$ cat config.mk
export PLATFORM = sky130hd
export DESIGN_NAME = tpas_scanner
export DESIGN_NICKNAME = d
export VERILOG_FILES = /design/src/pkg/tpas_pkg.sv /design/src/pkg/tpas_mem_if.sv /design/src/hdl/tpas_rec_mem.sv /design/src/hdl/tpas_scanner.sv
export VERILOG_INCLUDE_DIRS = /design/src /design/src/pkg
export SDC_FILE = /design/constraint.sdc
export NUM_CORES = 1
export LEC_CHECK = 0
export ABC_CLOCK_PERIOD_IN_PS = 7800
export BUFFER_PORTS_ARGS = -buffer_cell sky130_fd_sc_hd__buf_2
export CAP_MARGIN = 20
export CELL_PAD_IN_SITES_DETAIL_PLACEMENT = 0
export CELL_PAD_IN_SITES_GLOBAL_PLACEMENT = 2
export CORE_MARGIN = 2
export CORE_UTILIZATION = 40
export DETAILED_ROUTE_END_ITERATION = 10
export GPL_ROUTABILITY_DRIVEN = 0
export PLACE_DENSITY_LB_ADDON = 0.1
export SYNTH_ARGS = -nofsm -noshare
export SYNTH_HDL_FRONTEND = slang
export SYNTH_SLANG_ARGS = --single-unit
$ cat constraint.sdc
create_clock -name clk -period 7.8 [get_ports clk]
set_input_delay 1.17 -clock clk [delete_from_list [all_inputs] [get_ports clk]]
set_output_delay 1.17 -clock clk [all_outputs]
set_load 0.03 [all_outputs]
$ cat src/pkg/tpas_cfg.svh
`ifndef TPAS_CFG_SVH
`define TPAS_CFG_SVH

`define TPAS_CLK_HZ      10000000
`define TPAS_GAP_S       9
`define TPAS_PULSE_MAX_S 10
`define TPAS_DEB_US      1000
`define TPAS_VALID_AXLES 12'h004
`define TPAS_TEST_AXLES  12'h002
`define TPAS_REC_DEPTH   5'h10

`define TPAS_OFF_CTRL    8'h00
`define TPAS_OFF_TYPES   8'h04
`define TPAS_OFF_STATUS  8'h08
`define TPAS_OFF_EVENTS  8'h0c
`define TPAS_OFF_AXLES   8'h10
`define TPAS_OFF_REC     2'h1

`define TPAS_CTRL_MODE_LSB  0
`define TPAS_CTRL_SENS_LSB  2
`define TPAS_CTRL_RST       4'hc
`define TPAS_TYPES_RST      16'h0000
`define TPAS_IN_RST         7'h7c

`define TPAS_EV_ARRIVE   0
`define TPAS_EV_DEPART   1
`define TPAS_EV_ALARM    2
`define TPAS_EV_RECORD   3

`endif

$ cat src/pkg/tpas_pkg.sv
`default_nettype none
package tpas_pkg;
    typedef enum logic [1:0] {TM_XDUCER, TM_APPROACH, TM_CONT} tpas_mode_t;
    typedef enum logic [1:0] {TC_NONE, TC_DROP, TC_TEST, TC_VALID}
        tpas_class_t;
    typedef enum logic [3:0] {
        AT_UNUSED, AT_DRAG, AT_HIGH, AT_WIDE, AT_SHIFT, AT_FENCE,
        AT_SLIP, AT_WATER, AT_COLLIDE, AT_FIRE, AT_POWER
    } tpas_alarm_t;
    typedef enum logic [1:0] {ST_IDLE, ST_PRESENT, ST_CONT} tpas_state_t;
endpackage
`default_nettype wire

$ cat src/pkg/tpas_mem_if.sv
`timescale 1ns/1ns
`default_nettype none
interface tpas_mem_if;
    logic        wr_en;
    logic [3:0]  wr_addr;
    logic [15:0] wr_data;
    logic [3:0]  rd_addr;
    logic [15:0] rd_data;
    modport ctrl (output wr_en, output wr_addr, output wr_data,
                  output rd_addr, input rd_data);
    modport mem  (input wr_en, input wr_addr, input wr_data,
                  input rd_addr, output rd_data);
endinterface
`default_nettype wire

$ cat src/hdl/tpas_rec_mem.sv
`timescale 1ns/1ns
`default_nettype none
module tpas_rec_mem (
    input  wire logic clk,
    input  wire logic rst,
    tpas_mem_if.mem   mp
);
    logic [15:0] store [16];
    logic [15:0] rd_data_reg;

    // record array, no reset needed
    always_ff @(posedge clk)
    begin
        if (mp.wr_en)
        begin
            store[mp.wr_addr] <= mp.wr_data;
        end
    end

    // registered read port
    always_ff @(posedge clk or posedge rst)
    begin
        if (rst)
        begin
            rd_data_reg <= 16'h0000;
        end
        else
        begin
            rd_data_reg <= store[mp.rd_addr];
        end
    end

    assign mp.rd_data = rd_data_reg;
endmodule
`default_nettype wire

$ cat src/hdl/tpas_scanner.sv
`timescale 1ns/1ns
`default_nettype none
`include "tpas_cfg.svh"
module tpas_scanner #(
    parameter int unsigned GAP_CYC = `TPAS_GAP_S * `TPAS_CLK_HZ,
    parameter int unsigned DEB_CYC = `TPAS_DEB_US * (`TPAS_CLK_HZ / 1000000)
) (
    input  wire logic        clk,
    input  wire logic        rst,
    input  wire logic        wheel_sensor_a,
    input  wire logic        wheel_sensor_b,
    input  wire logic        track_circuit_in,
    input  wire logic        alarm_contact_1,
    input  wire logic        alarm_contact_2,
    input  wire logic        alarm_contact_3,
    input  wire logic        alarm_contact_4,
    input  wire logic [7:0]  avs_address,
    input  wire logic        avs_read,
    input  wire logic        avs_write,
    input  wire logic [31:0] avs_writedata,
    input  wire logic [3:0]  avs_byteenable,
    output logic      [31:0] avs_readdata,
    output logic             avs_waitrequest,
    output logic             train_present,
    output logic             scan_active,
    output logic             event_pending
);
    // whole gap must pass before train end; kept below the pulse limit
    localparam int unsigned PULSE_MAX_CYC = `TPAS_PULSE_MAX_S * `TPAS_CLK_HZ;

    // accepts a type for the current activation scheme
    function automatic logic type_ok(input logic [3:0] t, input logic cont);
        type_ok = (t != tpas_pkg::AT_UNUSED)
                  && ((t <= tpas_pkg::AT_SHIFT)
                      || (cont && t <= tpas_pkg::AT_POWER));
    endfunction

    // byte-lane merge for register writes
    function automatic logic [15:0] lane_merge(input logic [15:0] old,
                                               input logic [15:0] nw,
                                               input logic [1:0]  be);
        lane_merge = {be[1] ? nw[15:8] : old[15:8],
                      be[0] ? nw[7:0]  : old[7:0]};
    endfunction

    logic [6:0]        raw_in;
    logic [6:0]        sync1_reg;
    logic [6:0]        sync2_reg;
    logic [6:0]        deb_reg;
    logic [6:0]        deb_prev_reg;
    logic [15:0]       deb_cnt_reg [7];
    logic [3:0]        ctrl_reg;
    logic [15:0]       types_reg;
    logic [3:0]        events_reg;
    logic [3:0]        events_next;
    logic [3:0]        ev_set;
    logic [3:0]        ev_clr;
    logic [31:0]       gap_reg;
    logic [11:0]       axle_reg;
    logic [4:0]        rec_cnt_reg;
    logic [1:0]        class_reg;
    logic [1:0]        class_next;
    logic              rd_done_reg;
    logic              rec_sel_reg;
    logic [31:0]       rdata_reg;
    logic [31:0]       rd_word;
    tpas_pkg::tpas_state_t state_reg;
    tpas_pkg::tpas_state_t state_next;
    logic [1:0]        mode;
    logic [1:0]        sens_en;
    logic              is_xducer;
    logic              is_appr;
    logic              is_cont;
    logic [1:0]        wheel_rise;
    logic              start_pulse;
    logic              count_pulse;
    logic              track_open;
    logic [3:0]        alarm_act;
    logic [3:0]        alarm_rise;
    logic [3:0]        alarm_hit;
    logic              any_hit;
    logic [1:0]        hit_idx;
    logic              start_train;
    logic              end_train;
    logic              gap_over;
    logic              rec_write;
    logic              wr_ctrl;
    logic              wr_types;
    logic              wr_events;

    tpas_mem_if mem_bus ();

    tpas_rec_mem u_mem (
        .clk (clk),
        .rst (rst),
        .mp  (mem_bus.mem)
    );

    assign raw_in = {alarm_contact_4, alarm_contact_3, alarm_contact_2,
                     alarm_contact_1, track_circuit_in, wheel_sensor_b,
                     wheel_sensor_a};

    // two-stage synchroniser on every pin
    always_ff @(posedge clk or posedge rst)
    begin
        if (rst)
        begin
            sync1_reg <= `TPAS_IN_RST;
            sync2_reg <= `TPAS_IN_RST;
        end
        else
        begin
            sync1_reg <= raw_in;
            sync2_reg <= sync1_reg;
        end
    end

    // level must hold DEB_CYC cycles before it is accepted
    always_ff @(posedge clk or posedge rst)
    begin
        if (rst)
        begin
            deb_reg      <= `TPAS_IN_RST;
            deb_prev_reg <= `TPAS_IN_RST;
            for (int i = 0; i < 7; i++)
            begin
                deb_cnt_reg[i] <= 16'h0000;
            end
        end
        else
        begin
            deb_prev_reg <= deb_reg;
            for (int i = 0; i < 7; i++)
            begin
                if (sync2_reg[i] == deb_reg[i])
                begin
                    deb_cnt_reg[i] <= 16'h0000;
                end
                else if (deb_cnt_reg[i] >= 16'(DEB_CYC - 1))
                begin
                    deb_reg[i]     <= sync2_reg[i];
                    deb_cnt_reg[i] <= 16'h0000;
                end
                else
                begin
                    deb_cnt_reg[i] <= deb_cnt_reg[i] + 16'h0001;
                end
            end
        end
    end

    // input decode
    assign mode        = ctrl_reg[`TPAS_CTRL_MODE_LSB +: 2];
    assign sens_en     = ctrl_reg[`TPAS_CTRL_SENS_LSB +: 2];
    assign is_xducer   = mode == tpas_pkg::TM_XDUCER;
    assign is_appr     = mode == tpas_pkg::TM_APPROACH;
    assign is_cont     = mode == tpas_pkg::TM_CONT;
    assign wheel_rise  = deb_reg[1:0] & ~deb_prev_reg[1:0];
    assign start_pulse = |(wheel_rise & sens_en);
    assign count_pulse = sens_en[0] ? wheel_rise[0] : wheel_rise[1];
    assign track_open  = ~deb_reg[2];
    assign alarm_act   = ~deb_reg[6:3];
    assign alarm_rise  = alarm_act & deb_prev_reg[6:3];
    assign gap_over    = gap_reg >= GAP_CYC;

    // per-input type gate while the track is scanning
    always_comb
    begin
        for (int i = 0; i < 4; i++)
        begin
            alarm_hit[i] = alarm_rise[i] && state_reg != tpas_pkg::ST_IDLE
                           && type_ok(types_reg[4*i +: 4], is_cont);
        end
    end

    // lowest numbered input wins when two open together
    always_comb
    begin
        hit_idx = 2'h0;
        for (int i = 3; i >= 0; i--)
        begin
            if (alarm_hit[i])
            begin
                hit_idx = 2'(i);
            end
        end
    end
    assign any_hit = |alarm_hit;

    // presence state machine
    always_comb
    begin
        state_next  = state_reg;
        start_train = 1'b0;
        end_train   = 1'b0;
        unique case (state_reg)
            tpas_pkg::ST_IDLE:
            begin
                if (is_cont)
                begin
                    state_next = tpas_pkg::ST_CONT;
                end
                else if ((is_xducer && start_pulse) || (is_appr && track_open))
                begin
                    state_next  = tpas_pkg::ST_PRESENT;
                    start_train = 1'b1;
                end
            end
            tpas_pkg::ST_PRESENT:
            begin
                if ((is_xducer && gap_over) || (is_appr && !track_open)
                    || !(is_xducer || is_appr))
                begin
                    state_next = tpas_pkg::ST_IDLE;
                    end_train  = 1'b1;
                end
            end
            tpas_pkg::ST_CONT:
            begin
                if (!is_cont)
                begin
                    state_next = tpas_pkg::ST_IDLE;
                end
            end
            default:
            begin
                state_next = tpas_pkg::ST_IDLE;
            end
        endcase
    end

    always_ff @(posedge clk or posedge rst)
    begin
        if (rst)
        begin
            state_reg <= tpas_pkg::ST_IDLE;
        end
        else
        begin
            state_reg <= state_next;
        end
    end

    // gap timer restarts on every wheel pulse from an enabled sensor
    always_ff @(posedge clk or posedge rst)
    begin
        if (rst)
        begin
            gap_reg <= 32'h0000_0000;
        end
        else if (start_train || state_reg != tpas_pkg::ST_PRESENT
                 || start_pulse)
        begin
            gap_reg <= 32'h0000_0000;
        end
        else if (!gap_over && gap_reg < PULSE_MAX_CYC)
        begin
            gap_reg <= gap_reg + 32'h0000_0001;
        end
    end

    // axle count, saturating
    always_ff @(posedge clk or posedge rst)
    begin
        if (rst)
        begin
            axle_reg <= 12'h000;
        end
        else if (start_train)
        begin
            axle_reg <= {11'h000, count_pulse};
        end
        else if (state_reg == tpas_pkg::ST_PRESENT && count_pulse
                 && axle_reg != 12'hfff)
        begin
            axle_reg <= axle_reg + 12'h001;
        end
    end

    // passage class decided at train end
    always_comb
    begin
        if (!is_xducer)
        begin
            class_next = tpas_pkg::TC_VALID;
        end
        else if (axle_reg >= `TPAS_VALID_AXLES)
        begin
            class_next = tpas_pkg::TC_VALID;
        end
        else if (axle_reg >= `TPAS_TEST_AXLES)
        begin
            class_next = tpas_pkg::TC_TEST;
        end
        else
        begin
            class_next = tpas_pkg::TC_DROP;
        end
    end

    always_ff @(posedge clk or posedge rst)
    begin
        if (rst)
        begin
            class_reg <= tpas_pkg::TC_NONE;
        end
        else if (end_train)
        begin
            class_reg <= class_next;
        end
    end

    // alarm records during passage
    assign rec_write = any_hit && state_reg == tpas_pkg::ST_PRESENT
                       && rec_cnt_reg < `TPAS_REC_DEPTH;
    assign mem_bus.wr_en   = rec_write;
    assign mem_bus.wr_addr = rec_cnt_reg[3:0];
    assign mem_bus.wr_data = {2'h0, hit_idx, axle_reg};
    assign mem_bus.rd_addr = avs_address[5:2];

    always_ff @(posedge clk or posedge rst)
    begin
        if (rst)
        begin
            rec_cnt_reg <= 5'h00;
        end
        else if (start_train)
        begin
            rec_cnt_reg <= 5'h00;
        end
        else if (rec_write)
        begin
            rec_cnt_reg <= rec_cnt_reg + 5'h01;
        end
    end

    // event flags, set beats clear
    always_comb
    begin
        ev_set = 4'h0;
        ev_set[`TPAS_EV_ARRIVE] = start_train;
        ev_set[`TPAS_EV_DEPART] = end_train;
        ev_set[`TPAS_EV_ALARM]  = any_hit;
        ev_set[`TPAS_EV_RECORD] = end_train
                                  && class_next != tpas_pkg::TC_DROP;
        ev_clr = wr_events && avs_byteenable[0] ? avs_writedata[3:0] : 4'h0;
        events_next = (events_reg & ~ev_clr) | ev_set;
    end

    always_ff @(posedge clk or posedge rst)
    begin
        if (rst)
        begin
            events_reg <= 4'h0;
        end
        else
        begin
            events_reg <= events_next;
        end
    end

    // register writes
    assign wr_ctrl   = avs_write && avs_address == `TPAS_OFF_CTRL;
    assign wr_types  = avs_write && avs_address == `TPAS_OFF_TYPES;
    assign wr_events = avs_write && avs_address == `TPAS_OFF_EVENTS;

    always_ff @(posedge clk or posedge rst)
    begin
        if (rst)
        begin
            ctrl_reg <= `TPAS_CTRL_RST;
        end
        else if (wr_ctrl && avs_byteenable[0])
        begin
            ctrl_reg <= avs_writedata[3:0];
        end
    end

    always_ff @(posedge clk or posedge rst)
    begin
        if (rst)
        begin
            types_reg <= `TPAS_TYPES_RST;
        end
        else if (wr_types)
        begin
            types_reg <= lane_merge(types_reg, avs_writedata[15:0],
                                    avs_byteenable[1:0]);
        end
    end

    // read decode
    always_comb
    begin
        rd_word = 32'h0000_0000;
        unique case (avs_address)
            `TPAS_OFF_CTRL:   rd_word[3:0]  = ctrl_reg;
            `TPAS_OFF_TYPES:  rd_word[15:0] = types_reg;
            `TPAS_OFF_STATUS: rd_word[10:0] = {deb_reg[1:0], track_open,
                                               class_reg, alarm_act,
                                               scan_active, train_present};
            `TPAS_OFF_EVENTS: rd_word[3:0]  = events_reg;
            `TPAS_OFF_AXLES:  rd_word[20:0] = {rec_cnt_reg, 4'h0, axle_reg};
            default:          rd_word = 32'h0000_0000;
        endcase
    end

    // reads take two cycles: data registered, then waitrequest drops
    always_ff @(posedge clk or posedge rst)
    begin
        if (rst)
        begin
            rd_done_reg <= 1'b0;
            rec_sel_reg <= 1'b0;
            rdata_reg   <= 32'h0000_0000;
        end
        else
        begin
            rd_done_reg <= avs_read && !rd_done_reg;
            rec_sel_reg <= avs_address[7:6] == `TPAS_OFF_REC;
            rdata_reg   <= rd_word;
        end
    end

    assign avs_waitrequest = avs_read && !rd_done_reg;
    assign avs_readdata    = rec_sel_reg ? {16'h0000, mem_bus.rd_data}
                                         : rdata_reg;
    assign train_present   = state_reg == tpas_pkg::ST_PRESENT;
    assign scan_active     = state_reg != tpas_pkg::ST_IDLE;
    assign event_pending   = |events_reg;
endmodule
`default_nettype wire

==> flow_summary.ini <==
[sta]
setup_slack_ns = 3.78
hold_viol = 0
slew_headroom = 0.242
finalCriticalPeriod_ns = 4.02
rsz0062_at_grt = no
fin_crit_sh = 0.515
max_clock_freq_ghz = 0.249
fin_skew_ns = 0.0207
fin_setup_tns_ns = 0
setup_violations = 0
tightest_slew_ns = 1.14
finalMaxSlewViolations = 0

[setup_path]
critPathBufInv = 0
worstPathArrival_ns = 4.22
worstSetupStartpointType = flip-flop
crit_required_ns = 8.00
crit_type = flip-flop to flip-flop
crit_family = simple AND/OR/NAND/NOR gates
reg2reg_depth = 6
cpMaxStageDelayCell = and2_1
endpoint_kind = flip-flop
slowest_delay_ns = 0.87
crit_path_max_fanout = 14
path_cells = nand2b_1 > a2111oi_0 > nand4_1 > a41oi_2 > nor3b_1 > and2_1
cp.depth = 6

[clocking]
clock-sinks = 477
tritoncts = yes
cts_setup_buffers = 0
cts_max_level = 2
clk_pin_slew_ns = 0.06
cts.path.max_buffers = 3
cts-root-buf = clkbuf_16
numCtsBuffers = 53
cts_resized = 0
clock_latency_ns = 0.59
ctsHoldBuffers = 0

[run]
maxCapViolations = 0

[yosys]
avgSynthCellArea_um2 = 14.3
yosysUniqueCellTypes = 63
synth_area_leaders = edfxtp_1 (34%), dfrtp_1 (29%), mux4_2 (7.7%)
synth_xor_area_frac = 0.0494
synth-simple-area-share = 0.126
yosysWarningCount = 0
synth_top_family_by_area = simple AND/OR/NAND/NOR gates
ys_seq_area_frac = 0.659
netlist_area_um2 = 19800
synth-adder-area-share = 0.00946
synth_cells = 1385
synth-edff-count = 224
synth-seq-cells = 477
ys_async_sr_fraction = 0.530
ys.flop_type = dfrtp_1
synth.area.mux_share = 0.109
synth_top_area_cell = edfxtp_1
post-synth-top-area-fraction = 0.339
synth_compound_area_frac = 0.0278

[global_routing]
grt_antenna_before_repair = 1
grt_remaining_overflow = 0
track_usage = 0.180
grt_start_max_net_pins = 101
grt_pass1_vias = 11556
grt_pass1_wl_um = 69500

[final_layout]
fin_nets = 1554
drive_above_1_share = 0.199
synthToLayoutAreaGrowth_pct = 14.5
n_fill_cell = 4419
diodes = 0
largest_reg_flops = 224

[floorplanning]
die_h_um = 227
dieArea_um2 = 51400
die_w_um = 227
start_util = 0.405
core_um2 = 49000
num_io_pins = 91
num_rows = 81

[power_and_ir_drop]
ir_drop_v = 0.000171
leakage_nw = 8.73
powerDensity_nw_per_um2 = 247

[route]
wl_per_cell_um = 20.4
num_vias = 11306
ant_nets = 0
routed_wl_um = 44700
avgViaCountPerCell = 5.16
drt_iter0_drc = 751
drt_first_pass_iters = 4
drc = 0

[place]
dpl.hpwl_um = 27400
dp_slack_ns = 3.61
portBuffers = 61

[hold_path]
hp-class = flip-flop to flip-flop
min_delay_path_depth = 0

[outcome]
status = completed
-- cells in the final DEF, fill, tap and decap left out, types with 26 or more instances in the layout --
cell type  count
dfrtp_1      232
edfxtp_1     224
nor2_1       164
nand2_1       92
xnor2_1       82
mux4_2        68
buf_2         60
clkbuf_16     53
and3_1        52
nand3_1       47
mux2_2        44
and2_1        30
xor2_1        30
inv_1         26
-- synthesized netlist by cell type (all sizes together) (7+ instances only) --
master,number
nor2b,10
nor3,20
a41oi,8
nor3b,11
mux2,44
o21ai,19
nand4,12
xor2,30
nand3,47
or3,7
mux4,71
a21oi,8
or4,8
inv,27
nand2,92
and3,52
nand2b,7
ha,15
nor2,164
and2,30
edfxtp,224
buf,22
a22oi,10
dfstp,21
dfrtp,232
nor4b,7
clkbuf,35
nor4,18
xnor2,82
-- worst paths after layout --
| path | from | endpoint | slack [ns] |
|---|---|---|---|
| min | sync1_reg[1] | sync2_reg[1] | 0.35 |
| min reg2reg | sync1_reg[1] | sync2_reg[1] | 0.35 |
| max in group asynchronous | rst | deb_cnt_reg[48] | 5.71 |
| min in group asynchronous | rst | deb_cnt_reg[31] | 0.79 |
| max reg2reg | ctrl_reg[0] | u_mem.store[3][12] | 3.78 |
| max | ctrl_reg[0] | u_mem.store[3][12] | 3.78 |
-- kinds of logic after synthesis --
logic type                 Yosys count
and+or+nand+nor                    497
DFF                                477
muxes                              121
xor gates and xnor gates           112
buffers and inverters               84
AOI/OAI and AO/OA                   78
adders and majority gates           15
other                                1
-- worst register-to-register path, delay by kind of cell, from the launching register on --
kind            cells  cell delay (ns)
compound gates      2             1.18
simple gates        4             1.97
flops               1             0.48
-- area by class of cell --
type,count,area (um2),area share
clock buffer,78,1460,0.0643
inverter,27,105,0.00463
multi-input combinational,848,6500,0.286
clock inverter,20,264,0.0116
timing repair buffer,77,475,0.0209
tap,664,831,0.0366
sequential,477,13100,0.576
-- power breakdown --
part / leakage (nW) / switching, mW / internal [mW]
sequential: 5.28 / 0.0863 / 2.71
combinational: 2.62 / 0.208 / 0.114
clock: 0.837 / 0.998 / 1.49
total: 8.73 / 1.29 / 4.32
-- layer usage --
layer  global-route usage  up-vias  wire (um)
li1                     -     5221          -
met5                    0        -         11
met3               0.0381       55       2450
met1                0.264     5789      21200
met4               0.0433        2        847
met2                0.276      239      20200
-- through the flow --
| stage | util | power, mW | hold slack, ns | cell area [um2] | std cells |
|---|---|---|---|---|---|
| final | 0.464 | 5.61 | 0.346 | 22700 | 2191 |
| after floorplan | - | 3.04 | 0.331 | 19900 | 1409 |
| after global placement | 0.428 | 3.17 | 0.337 | 20900 | 2090 |
| after detailed placement | 0.428 | 3.18 | 0.336 | 20900 | 2090 |
| after CTS | 0.463 | 5.70 | 0.348 | 22700 | 2188 |
| after global routing | 0.464 | 5.85 | 0.355 | 22700 | 2191 |
Power figures use the tool's default switching activity.
